File: src/verilog/xcvr_glb_pkg.sv
// Package with register map, field layouts, reset values and timing constants
package xcvr_glb_pkg;

  // Printed offsets are register indexes; byte address is four times the index
  localparam logic [7:0] IDX_GPIO = 8'h06;
  localparam logic [7:0] IDX_REF_SEL = 8'h07;
  localparam logic [7:0] IDX_LINK_SUMMARY = 8'h09;
  localparam logic [7:0] IDX_TIMER_EN = 8'h0a;
  localparam logic [7:0] IDX_TIMER_FLAG = 8'h0b;
  localparam logic [7:0] IDX_CNT_PORT = 8'h0e;
  localparam logic [7:0] IDX_CNT_DATA = 8'h0f;
  localparam logic [7:0] IDX_BACKPLANE = 8'h10;
  localparam logic [7:0] IDX_JITTER_CFG = 8'h21;
  localparam logic [7:0] IDX_JITTER_IND = 8'h38;
  localparam logic [7:0] IDX_LOSS_FALLBACK = 8'h3e;

  // Reset values
  localparam logic [3:0] RST_GPIO = 4'h3;
  localparam logic [5:0] RST_REF_SEL = 6'h00;
  localparam logic [6:0] RST_CNT_PORT = 7'h00;
  localparam logic [4:0] RST_BACKPLANE = 5'h16;
  localparam logic [5:0] RST_JITTER_CFG = 6'h00;

  // Field positions
  localparam int GPIO_DIR0 = 0;
  localparam int GPIO_DIR1 = 1;
  localparam int GPIO_LEVEL0 = 2;
  localparam int GPIO_LEVEL1 = 3;
  localparam int REF_FIRST_LSB = 0;
  localparam int REF_SECOND_LSB = 3;
  localparam int CNT_INDEX_LSB = 0;
  localparam int CNT_LINK_LSB = 5;

  // Highest counter byte index that exists
  localparam logic [3:0] CNT_INDEX_LAST = 4'hb;

  // One-second timer
  localparam int TIMER_PERIOD_NS = 1000000000;
  localparam int CLK_PERIOD_NS = 8;
  localparam int TIMER_CYCLES = TIMER_PERIOD_NS / CLK_PERIOD_NS;

  // Jitter FIFO depths and the guard windows that go with them
  localparam logic [7:0] DEPTH_128 = 8'h80;
  localparam logic [7:0] DEPTH_64 = 8'h40;
  localparam logic [7:0] DEPTH_32 = 8'h20;
  localparam logic [7:0] GUARD_128 = 8'h04;
  localparam logic [7:0] GUARD_64 = 8'h03;
  localparam logic [7:0] GUARD_32 = 8'h02;

  typedef struct packed {
    logic shared_rx_clock_sel;
    logic rx_multiplex_en;
    logic tx_mux_bus_select;
    logic shared_tx_clock_sel;
    logic tx_multiplex_en;
  } backplane_cfg_t;

  typedef struct packed {
    logic jitter_peak_hold_sel;
    logic jitter_bandwidth_widen;
    logic tx_jitter_atten_en;
    logic [1:0] depth_sel;
    logic low_bandwidth;
  } jitter_cfg_t;

  typedef struct packed {
    logic [2:0] counter_link_select;
    logic [3:0] index;
  } counter_port_t;

endpackage

File: src/verilog/ref_clock_mux.sv
// Reference clock output selector with loss-of-signal fallback
`timescale 1ns/100ps
module ref_clock_mux (
  input wire logic clk,
  input wire logic [7:0] recovered_clk,
  input wire logic [7:0] link_los,
  input wire logic [2:0] link_sel,
  input wire logic loss_fallback_high_sel,
  output logic ref_clock_out
);

  // loss fallback
  // Pure gating: a clock path must not be retimed by the clock it carries
  always_comb
  begin
    if (link_los[link_sel])
    begin
      ref_clock_out = loss_fallback_high_sel ? 1'b1 : clk;
    end
    else
    begin
      ref_clock_out = recovered_clk[link_sel];
    end
  end

endmodule

File: src/verilog/jitter_monitor.sv
// Transmit jitter pointer distance indicator and bandwidth widening
`timescale 1ns/100ps
module jitter_monitor (
  input wire logic clk,
  input wire logic rst_n,
  input wire xcvr_glb_pkg::jitter_cfg_t cfg,
  input wire logic [6:0] fifo_distance,
  output logic [6:0] jitter_pointer_distance,
  output logic widen_active,
  output logic atten_bypass
);

  logic [7:0] depth;
  logic [7:0] guard;
  logic in_window;

  // Depth code 10 and 11 both mean the shallowest FIFO
  always_comb
  begin
    case (cfg.depth_sel)
      2'b00:
      begin
        depth = xcvr_glb_pkg::DEPTH_128;
        guard = xcvr_glb_pkg::GUARD_128;
      end
      2'b01:
      begin
        depth = xcvr_glb_pkg::DEPTH_64;
        guard = xcvr_glb_pkg::GUARD_64;
      end
      default:
      begin
        depth = xcvr_glb_pkg::DEPTH_32;
        guard = xcvr_glb_pkg::GUARD_32;
      end
    endcase
  end

  always_ff @(posedge clk)
  begin
    if (!rst_n)
      jitter_pointer_distance <= 7'h00;
    else if (!cfg.jitter_peak_hold_sel || fifo_distance > jitter_pointer_distance)
      jitter_pointer_distance <= fifo_distance;
  end

  assign in_window = ({1'b0, fifo_distance} <= guard) ||
                     ({1'b0, fifo_distance} >= depth - guard);
  assign widen_active = cfg.tx_jitter_atten_en && cfg.jitter_bandwidth_widen && in_window;
  assign atten_bypass = !cfg.tx_jitter_atten_en;

endmodule

File: src/verilog/xcvr_global_regs.sv
// Global control and status register bank of the eight-link transceiver
//
// Notes on behaviour
// - Output pin 0 drives its level bit
// - Input pin 0 level bit reads pin
// - Pin 1 direction: 0 output, 1 input
// - Pin 0 direction: 0 output, 1 input
// - Second reference output carries selected link clock
// - First reference output carries selected link clock
// - On loss: master clock or high level
// - Eight read-only per-link pending flags
// - Timer interrupt only when enabled and expired
// - Free one-second timer sets expiry flag
// - Expiry flag cleared only by writing one
// - Link select chooses counter link
// - Index selects one of twelve counter bytes
// - Data register shows addressed counter byte
// - Shared receive clock from link one
// - Receive interface multiplex enable
// - Transmit bus select: 1 A, 0 B
// - Shared transmit clock from link one
// - Transmit interface multiplex enable
// - Test bit 0: indication tracks distance
// - Test bit 1: indication holds peak
// - Widen bandwidth near FIFO limits
// - Attenuator works only when enabled
//
// The AHB-Lite register port was chosen for this implementation.
`timescale 1ns/100ps
module xcvr_global_regs #(
  parameter int TIMER_CYCLES = xcvr_glb_pkg::TIMER_CYCLES
) (
  input wire logic clk,
  input wire logic rst_n,
  // AHB-Lite slave
  input wire logic hsel,
  input wire logic [31:0] haddr,
  input wire logic [1:0] htrans,
  input wire logic hwrite,
  input wire logic [2:0] hsize,
  input wire logic [31:0] hwdata,
  input wire logic hready,
  output logic hreadyout,
  output logic hresp,
  output logic [31:0] hrdata,
  // General pins
  input wire logic [1:0] gpio_in,
  output logic [1:0] gpio_out,
  output logic [1:0] gpio_oe,
  // Reference clock outputs
  input wire logic [7:0] recovered_clk,
  input wire logic [7:0] link_los,
  output logic first_ref_clock_out,
  output logic second_ref_clock_out,
  // Interrupts
  input wire logic [7:0] link_irq_pending,
  output logic timer_irq,
  // Performance monitor counters
  output xcvr_glb_pkg::counter_port_t counter_port,
  input wire logic [7:0] counter_byte,
  // Backplane options
  output xcvr_glb_pkg::backplane_cfg_t backplane_cfg,
  // Transmit jitter attenuator
  input wire logic [6:0] fifo_distance,
  output xcvr_glb_pkg::jitter_cfg_t jitter_cfg,
  output logic jitter_widen_active,
  output logic jitter_atten_bypass
);

  // ********************************************************
  // Register storage
  // ********************************************************
  logic [3:0] gpio_ctrl;
  logic [5:0] ref_sel;
  logic loss_fallback_high_sel;
  logic second_timer_irq_en;
  logic second_timer_expired;
  logic [7:0] counter_access_data;
  logic [6:0] jitter_pointer_distance;
  logic [26:0] timer_count;
  logic timer_tick;

  // ********************************************************
  // Bus slave state
  // ********************************************************
  logic addr_valid;
  logic read_req;
  logic [7:0] addr_idx;
  logic wr_pend;
  logic [7:0] wr_idx;
  logic wr_commit;
  logic [7:0] wdat;
  logic read_stall;

  // Address phase decode; writes count only as word accesses inside the low window, reads at any size
  assign addr_valid = hsel && htrans[1] && hready;
  assign addr_idx = haddr[9:2];
  assign read_req = addr_valid && !hwrite;

  // A read behind a write waits one cycle so it sees the written value
  assign read_stall = wr_pend && hsel && htrans[1] && !hwrite;
  assign hreadyout = !read_stall;
  assign hresp = 1'b0;

  // Write address phase captured for the data phase
  always_ff @(posedge clk)
  begin
    if (!rst_n)
    begin
      wr_pend <= 1'b0;
      wr_idx <= 8'h00;
    end
    else if (hready)
    begin
      wr_pend <= addr_valid && hwrite && hsize == 3'b010 && haddr[31:10] == 22'h0;
      wr_idx <= addr_idx;
    end
    else
    begin
      // The stalled cycle has committed the write, so the stall cannot repeat
      wr_pend <= 1'b0;
    end
  end

  // Write data stand from the first data phase cycle, wait state or not
  assign wr_commit = wr_pend;
  assign wdat = hwdata[7:0];

  // ********************************************************
  // Read data
  // ********************************************************
  // reserved bits zero
  function automatic logic [7:0] read_value(input logic [7:0] idx);
    logic [7:0] v;
    v = 8'h00;
    if (idx == xcvr_glb_pkg::IDX_GPIO)
    begin
      v[xcvr_glb_pkg::GPIO_DIR0] = gpio_ctrl[xcvr_glb_pkg::GPIO_DIR0];
      v[xcvr_glb_pkg::GPIO_DIR1] = gpio_ctrl[xcvr_glb_pkg::GPIO_DIR1];
      v[xcvr_glb_pkg::GPIO_LEVEL0] = gpio_ctrl[xcvr_glb_pkg::GPIO_DIR0] ?
        gpio_in[0] : gpio_ctrl[xcvr_glb_pkg::GPIO_LEVEL0];
      v[xcvr_glb_pkg::GPIO_LEVEL1] = gpio_ctrl[xcvr_glb_pkg::GPIO_DIR1] ?
        gpio_in[1] : gpio_ctrl[xcvr_glb_pkg::GPIO_LEVEL1];
    end
    else if (idx == xcvr_glb_pkg::IDX_REF_SEL)
      v[5:0] = ref_sel;
    else if (idx == xcvr_glb_pkg::IDX_LINK_SUMMARY)
      v = link_irq_pending;
    else if (idx == xcvr_glb_pkg::IDX_TIMER_EN)
      v[0] = second_timer_irq_en;
    else if (idx == xcvr_glb_pkg::IDX_TIMER_FLAG)
      v[0] = second_timer_expired;
    else if (idx == xcvr_glb_pkg::IDX_CNT_PORT)
      v = {counter_port.counter_link_select, 1'b0, counter_port.index};
    else if (idx == xcvr_glb_pkg::IDX_CNT_DATA)
      v = counter_access_data;
    else if (idx == xcvr_glb_pkg::IDX_BACKPLANE)
      v[4:0] = backplane_cfg;
    else if (idx == xcvr_glb_pkg::IDX_JITTER_CFG)
      v[5:0] = jitter_cfg;
    else if (idx == xcvr_glb_pkg::IDX_JITTER_IND)
      v[6:0] = jitter_pointer_distance;
    else if (idx == xcvr_glb_pkg::IDX_LOSS_FALLBACK)
      v[0] = loss_fallback_high_sel;
    return v;
  endfunction

  // Read data registered at the address phase, stands through the data phase
  always_ff @(posedge clk)
  begin
    if (!rst_n)
      hrdata <= 32'h0;
    else if (read_req)
      hrdata <= (haddr[31:10] == 22'h0) ? {24'h0, read_value(addr_idx)} : 32'h0;
  end

  // ********************************************************
  // General pins
  // ********************************************************
  // output level write
  always_ff @(posedge clk)
  begin
    if (!rst_n)
      gpio_ctrl <= xcvr_glb_pkg::RST_GPIO;
    else if (wr_commit && wr_idx == xcvr_glb_pkg::IDX_GPIO)
    begin
      gpio_ctrl[xcvr_glb_pkg::GPIO_DIR0] <= wdat[xcvr_glb_pkg::GPIO_DIR0];
      gpio_ctrl[xcvr_glb_pkg::GPIO_DIR1] <= wdat[xcvr_glb_pkg::GPIO_DIR1];
      if (!gpio_ctrl[xcvr_glb_pkg::GPIO_DIR0])
        gpio_ctrl[xcvr_glb_pkg::GPIO_LEVEL0] <= wdat[xcvr_glb_pkg::GPIO_LEVEL0];
      if (!gpio_ctrl[xcvr_glb_pkg::GPIO_DIR1])
        gpio_ctrl[xcvr_glb_pkg::GPIO_LEVEL1] <= wdat[xcvr_glb_pkg::GPIO_LEVEL1];
    end
  end

  assign gpio_oe[0] = !gpio_ctrl[xcvr_glb_pkg::GPIO_DIR0];
  assign gpio_oe[1] = !gpio_ctrl[xcvr_glb_pkg::GPIO_DIR1];
  assign gpio_out = {gpio_ctrl[xcvr_glb_pkg::GPIO_LEVEL1], gpio_ctrl[xcvr_glb_pkg::GPIO_LEVEL0]};

  // ********************************************************
  // Reference clock selection
  // ********************************************************
  always_ff @(posedge clk)
  begin
    if (!rst_n)
      ref_sel <= xcvr_glb_pkg::RST_REF_SEL;
    else if (wr_commit && wr_idx == xcvr_glb_pkg::IDX_REF_SEL)
      ref_sel <= wdat[5:0];
  end

  // Loss fallback choice: 0 master clock, 1 constant high
  always_ff @(posedge clk)
  begin
    if (!rst_n)
      loss_fallback_high_sel <= 1'b0;
    else if (wr_commit && wr_idx == xcvr_glb_pkg::IDX_LOSS_FALLBACK)
      loss_fallback_high_sel <= wdat[0];
  end

  ref_clock_mux u_first_ref (
    .clk(clk),
    .recovered_clk(recovered_clk),
    .link_los(link_los),
    .link_sel(ref_sel[xcvr_glb_pkg::REF_FIRST_LSB +: 3]),
    .loss_fallback_high_sel(loss_fallback_high_sel),
    .ref_clock_out(first_ref_clock_out)
  );

  ref_clock_mux u_second_ref (
    .clk(clk),
    .recovered_clk(recovered_clk),
    .link_los(link_los),
    .link_sel(ref_sel[xcvr_glb_pkg::REF_SECOND_LSB +: 3]),
    .loss_fallback_high_sel(loss_fallback_high_sel),
    .ref_clock_out(second_ref_clock_out)
  );

  // ********************************************************
  // One-second timer
  // ********************************************************
  // free running timer
  always_ff @(posedge clk)
  begin
    if (!rst_n)
      timer_count <= 27'h0;
    else if (timer_tick)
      timer_count <= 27'h0;
    else
      timer_count <= timer_count + 27'h1;
  end

  assign timer_tick = timer_count == 27'(TIMER_CYCLES - 1);

  always_ff @(posedge clk)
  begin
    if (!rst_n)
      second_timer_irq_en <= 1'b0;
    else if (wr_commit && wr_idx == xcvr_glb_pkg::IDX_TIMER_EN)
      second_timer_irq_en <= wdat[0];
  end

  // write one clears
  // A tick in the clearing cycle wins, so no expiry is lost
  always_ff @(posedge clk)
  begin
    if (!rst_n)
      second_timer_expired <= 1'b0;
    else if (timer_tick)
      second_timer_expired <= 1'b1;
    else if (wr_commit && wr_idx == xcvr_glb_pkg::IDX_TIMER_FLAG && wdat[0])
      second_timer_expired <= 1'b0;
  end

  assign timer_irq = second_timer_irq_en && second_timer_expired;

  // ********************************************************
  // Counter access
  // ********************************************************
  // link select
  always_ff @(posedge clk)
  begin
    if (!rst_n)
      counter_port <= xcvr_glb_pkg::RST_CNT_PORT;
    else if (wr_commit && wr_idx == xcvr_glb_pkg::IDX_CNT_PORT)
    begin
      counter_port.counter_link_select <= wdat[xcvr_glb_pkg::CNT_LINK_LSB +: 3];
      counter_port.index <= wdat[xcvr_glb_pkg::CNT_INDEX_LSB +: 4];
    end
  end

  // counter byte sampled
  // Indexes past the last counter byte return zero
  always_ff @(posedge clk)
  begin
    if (!rst_n)
      counter_access_data <= 8'h00;
    else if (counter_port.index > xcvr_glb_pkg::CNT_INDEX_LAST)
      counter_access_data <= 8'h00;
    else
      counter_access_data <= counter_byte;
  end

  // ********************************************************
  // Backplane options
  // ********************************************************
  // shared receive clock
  always_ff @(posedge clk)
  begin
    if (!rst_n)
      backplane_cfg <= xcvr_glb_pkg::RST_BACKPLANE;
    else if (wr_commit && wr_idx == xcvr_glb_pkg::IDX_BACKPLANE)
      backplane_cfg <= wdat[4:0];
  end

  // ********************************************************
  // Transmit jitter attenuator
  // ********************************************************
  always_ff @(posedge clk)
  begin
    if (!rst_n)
      jitter_cfg <= xcvr_glb_pkg::RST_JITTER_CFG;
    else if (wr_commit && wr_idx == xcvr_glb_pkg::IDX_JITTER_CFG)
      jitter_cfg <= wdat[5:0];
  end

  jitter_monitor u_jitter (
    .clk(clk),
    .rst_n(rst_n),
    .cfg(jitter_cfg),
    .fifo_distance(fifo_distance),
    .jitter_pointer_distance(jitter_pointer_distance),
    .widen_active(jitter_widen_active),
    .atten_bypass(jitter_atten_bypass)
  );

endmodule

File: config.mk
export PLATFORM = sky130hd
export DESIGN_NAME = xcvr_global_regs
export DESIGN_NICKNAME = d
export VERILOG_FILES = /design/src/verilog/xcvr_glb_pkg.sv /design/src/verilog/ref_clock_mux.sv /design/src/verilog/jitter_monitor.sv /design/src/verilog/xcvr_global_regs.sv
export SDC_FILE = /design/constraint.sdc
export NUM_CORES = 1
export LEC_CHECK = 0
export BUFFER_PORTS_ARGS = -buffer_cell sky130_fd_sc_hd__buf_4
export CORE_UTILIZATION = 40
export DETAILED_ROUTE_END_ITERATION = 7
export PLACE_DENSITY = 0.8
export SETUP_SLACK_MARGIN = 0.4
export SYNTH_ARGS = -nofsm -noshare
export SYNTH_HDL_FRONTEND = slang
export SYNTH_HIERARCHICAL = 1
export SYNTH_SLANG_ARGS = --single-unit
File: constraint.sdc
create_clock -name clk -period 2 [get_ports clk]
set_input_delay 0.4 -clock clk [delete_from_list [all_inputs] [get_ports clk]]
set_output_delay 0.4 -clock clk [all_outputs]
set_load 0.02 [all_outputs]
==> metrics.cfg <==
[finish]
utilization_pct = 61.0
final_cell_count_no_fill = 966
diodes = 0
seq_area_sq_um = 1880
fillers = 1031
final_nets = 918
layout-drive-gt1-share_pct = 46.7
multi_input_area_sq_um = 3980
final_area_sq_um = 8100
area_growth_pct = 47.8

[worst_setup_path]
cp-start-kind = flip-flop
crit_path_max_fanout = 4
end_kind = output pin
worstPathArrival_ns = 2.36
path_class = reg -> out
cp.required_ns = 1.60
rrSetupSlack_ns = 0.14
ff2ff_path_depth = 6

[sta]
rsz0062_at_grt = yes
max_slew_margin_pct = 58.4
slew_viol_final = 0
skew_ns = 0.00432
setup_tns_ns = -1.51
max_freq_ghz = 0.362
timing.final.crit_share_pct = 138
setup_viol = 3
holdWs_ns = 0.135
fin_crit_ns = 2.76
hold_viol = 0
tightest_slew_ns = 0.623
setup_slack_ns = -0.759

[logic_synthesis]
ys_ff_latch = 90
muxShareOfSynthArea_pct = 13.2
yosys.area_share.simple_pct = 27.2
ys_async_sr_fraction_pct = 0
synth_edf_count = 0
synth.avg_cell_area_sq_um = 8.94
ys_seq_area_share_pct = 32.9
ys_warn_count = 6
syn-instance-count = 613
synth_top_family_by_area = simple AND/OR/NAND/NOR gates
synth_compound_area_share_pct = 11.0
synth_ff_type = dfxtp_1
ys_types = 70
netlist_area_sq_um = 5480
synth-xor-area-share_pct = 3.83
yosys.area_share.adder_pct = 4.11

[grt]
grt_max_degree = 67
grtUsageTotal_pct = 23.4
grt_pass1_wl_mm = 25.9
antenna_found_initial = 0
gr-total-overflow = 0
grt_pass1_vias = 5142

[die]
die_area_sq_um = 14200
die_x_microns = 119
fp-row-count = 42
die_h_microns = 119
initial_utilization_pct = 41.2
io_pins = 176
core_sq_um = 13300

[placement]
dpl.cell_count = 918
pre_cts_ws_ns = -0.285
placed_cell_area_sq_um = 6910
dpl.hpwl_mm = 11.5
place.gp.congestion = 0.818
port_buffers = 123

[routing]
drt-initial-drc-count = 302
postRouteAntennaNets = 0
routed_wirelength_mm = 16.8
post_drt_via_cell_ratio = 5.43
num_vias = 5250
first_pass_iters = 5
drc_errors = 0
wl_per_cell_microns = 17.4

[cts]
clock_latency_ns = 0.46
path_clk_slew_ns = 0.07
tritoncts = built

[min_path]
hold_depth = 2
hold_path.class = in -> reg

[pwr]
finalPower_mw = 4.85
seqPwrFrac_pct = 38.3
intPower_mw = 3.55
p_sw_mw = 1.30
total_leakage_power_nw = 3.14
switching_share_pct = 26.7
peakVddDrop_uv = 431
p_per_area_nw_per_um2 = 598
power.share.combinational_pct = 13.9
p_clk_share_pct = 47.8

[outcome]
status = complete, but fails checks
violations = negative setup slack

[flow_run]
cap_violations = 0

cell type report:
class	count	area share [%]
multi-input combinational	467	49.1
sequential	90	23.2
timing repair buffer	186	18.5
clock buffer	15	4.20
tap	176	2.72
inverter	25	1.19
clock inverter	7	1.05
Yosys cell counts (3+ instances only):
cell type / count / share of area [%]
nand2_1: 38 / 2.6
nor3_1: 13 / 1.2
buf_4: 28 / 3.8
xnor2_1: 15 / 2.4
inv_1: 25 / 1.7
or2_2: 5 / 0.57
nor2_1: 42 / 2.9
dfxtp_1: 90 / 33
nand3b_1: 10 / 1.4
or3_1: 7 / 0.80
and3_1: 7 / 0.80
a2111oi_0: 6 / 0.96
o211ai_1: 10 / 1.4
mux4_2: 4 / 1.6
a21oi_1: 13 / 1.2
nor3b_1: 5 / 0.68
xor2_1: 9 / 1.4
nor2b_1: 42 / 4.8
mux4_1: 4 / 1.9
mux2_2: 7 / 1.4
o21ai_0: 8 / 0.73
clkbuf_1: 13 / 0.89
o31ai_1: 7 / 0.96
mux2i_1: 45 / 8.2
and2_1: 12 / 1.4
or4_1: 3 / 0.41
ha_1: 18 / 4.1
nand3_1: 34 / 3.1
nor4_1: 15 / 1.7
a211oi_1: 4 / 0.55
buf_2: 10 / 0.91
nand4_1: 10 / 1.1
a22oi_1: 4 / 0.55
placed cells by master (no fill, tap or decap), drive strengths merged, types with 10 or more instances in the layout:
cell type,n
and2,12
nand4,10
o211ai,10
dfxtp,90
o21ai,10
nand3b,10
nand3,34
buf,188
inv,28
nor3,14
mux2i,45
nor4,15
ha,18
a21oi,15
nand2,38
conb,25
nor2b,42
nor2,42
clkbuf,13
xnor2,15
flip-flops by register name (all words and copies together) (netlist names), 6 cells and up:
| signal | flops |
|---|---|
| timer_count | 27 |
| counter_access_data | 8 |
| hrdata | 8 |
| wr_idx | 8 |
| counter_port | 7 |
| u_jitter/jitter_pointer_distance | 7 |
| jitter_cfg | 6 |
| ref_sel | 6 |
worst paths after layout:
kind                         from                     end
hold / removal    counter_byte[0]  counter_access_data[0]
setup reg to reg        wr_idx[4]         counter_port[6]
setup / recovery    jitter_cfg[1]     jitter_widen_active
hold reg to reg         hrdata[5]               hrdata[5]
power by group through the flow:
| stage | Clock [mW] | Combinational [mW] | Sequential [mW] |
|---|---|---|---|
| after floorplan | 0.0782 | 0.380 | 1.89 |
| after global placement | 0.112 | 0.572 | 1.90 |
| after detailed placement | 0.112 | 0.585 | 1.90 |
| after CTS | 2.34 | 0.626 | 1.85 |
| after global routing | 2.43 | 0.718 | 1.86 |
| final | 2.32 | 0.673 | 1.86 |
kinds of logic after synthesis:
kind of cell	Yosys count
AND/OR/NAND/NOR	262
flip-flops	90
buffers and inverters	80
AO/OA/AOI/OAI	78
multiplexers	60
XOR/XNOR	24
adder cells (fa/ha/maj)	18
other	1
layer usage:
layer  share of wire [%]  track usage, %  wire length (microns)  up-vias
met2                  50            40.3                   8320      206
met4                 2.6            9.18                    436        0
met3                 6.1            5.17                   1030       40
li1                    -               -                      -     2502
met5                   0               0                      0        -
met1                  42            28.2                   7010     2502
worst max-delay path, cell delays in order, from the launching register on:
cell and delay (ns):
dfxtp_4 0.35, or2_4 0.28, ha_4 0.17, ha_4 0.24
nand4_1 0.10, or3_4 0.42, a31oi_4 0.19, buf_6 0.14
repair_timing:
action | in CTS | in global routing
pin swaps | 36 | 13
cloned | 2 | 0
buffers inserted | 25 | 1
hold buffers | 0 | 0
gates resized for setup | 77 | 68
setup endpoints to repair | 71 | 74
Power figures use the tool's default switching activity.
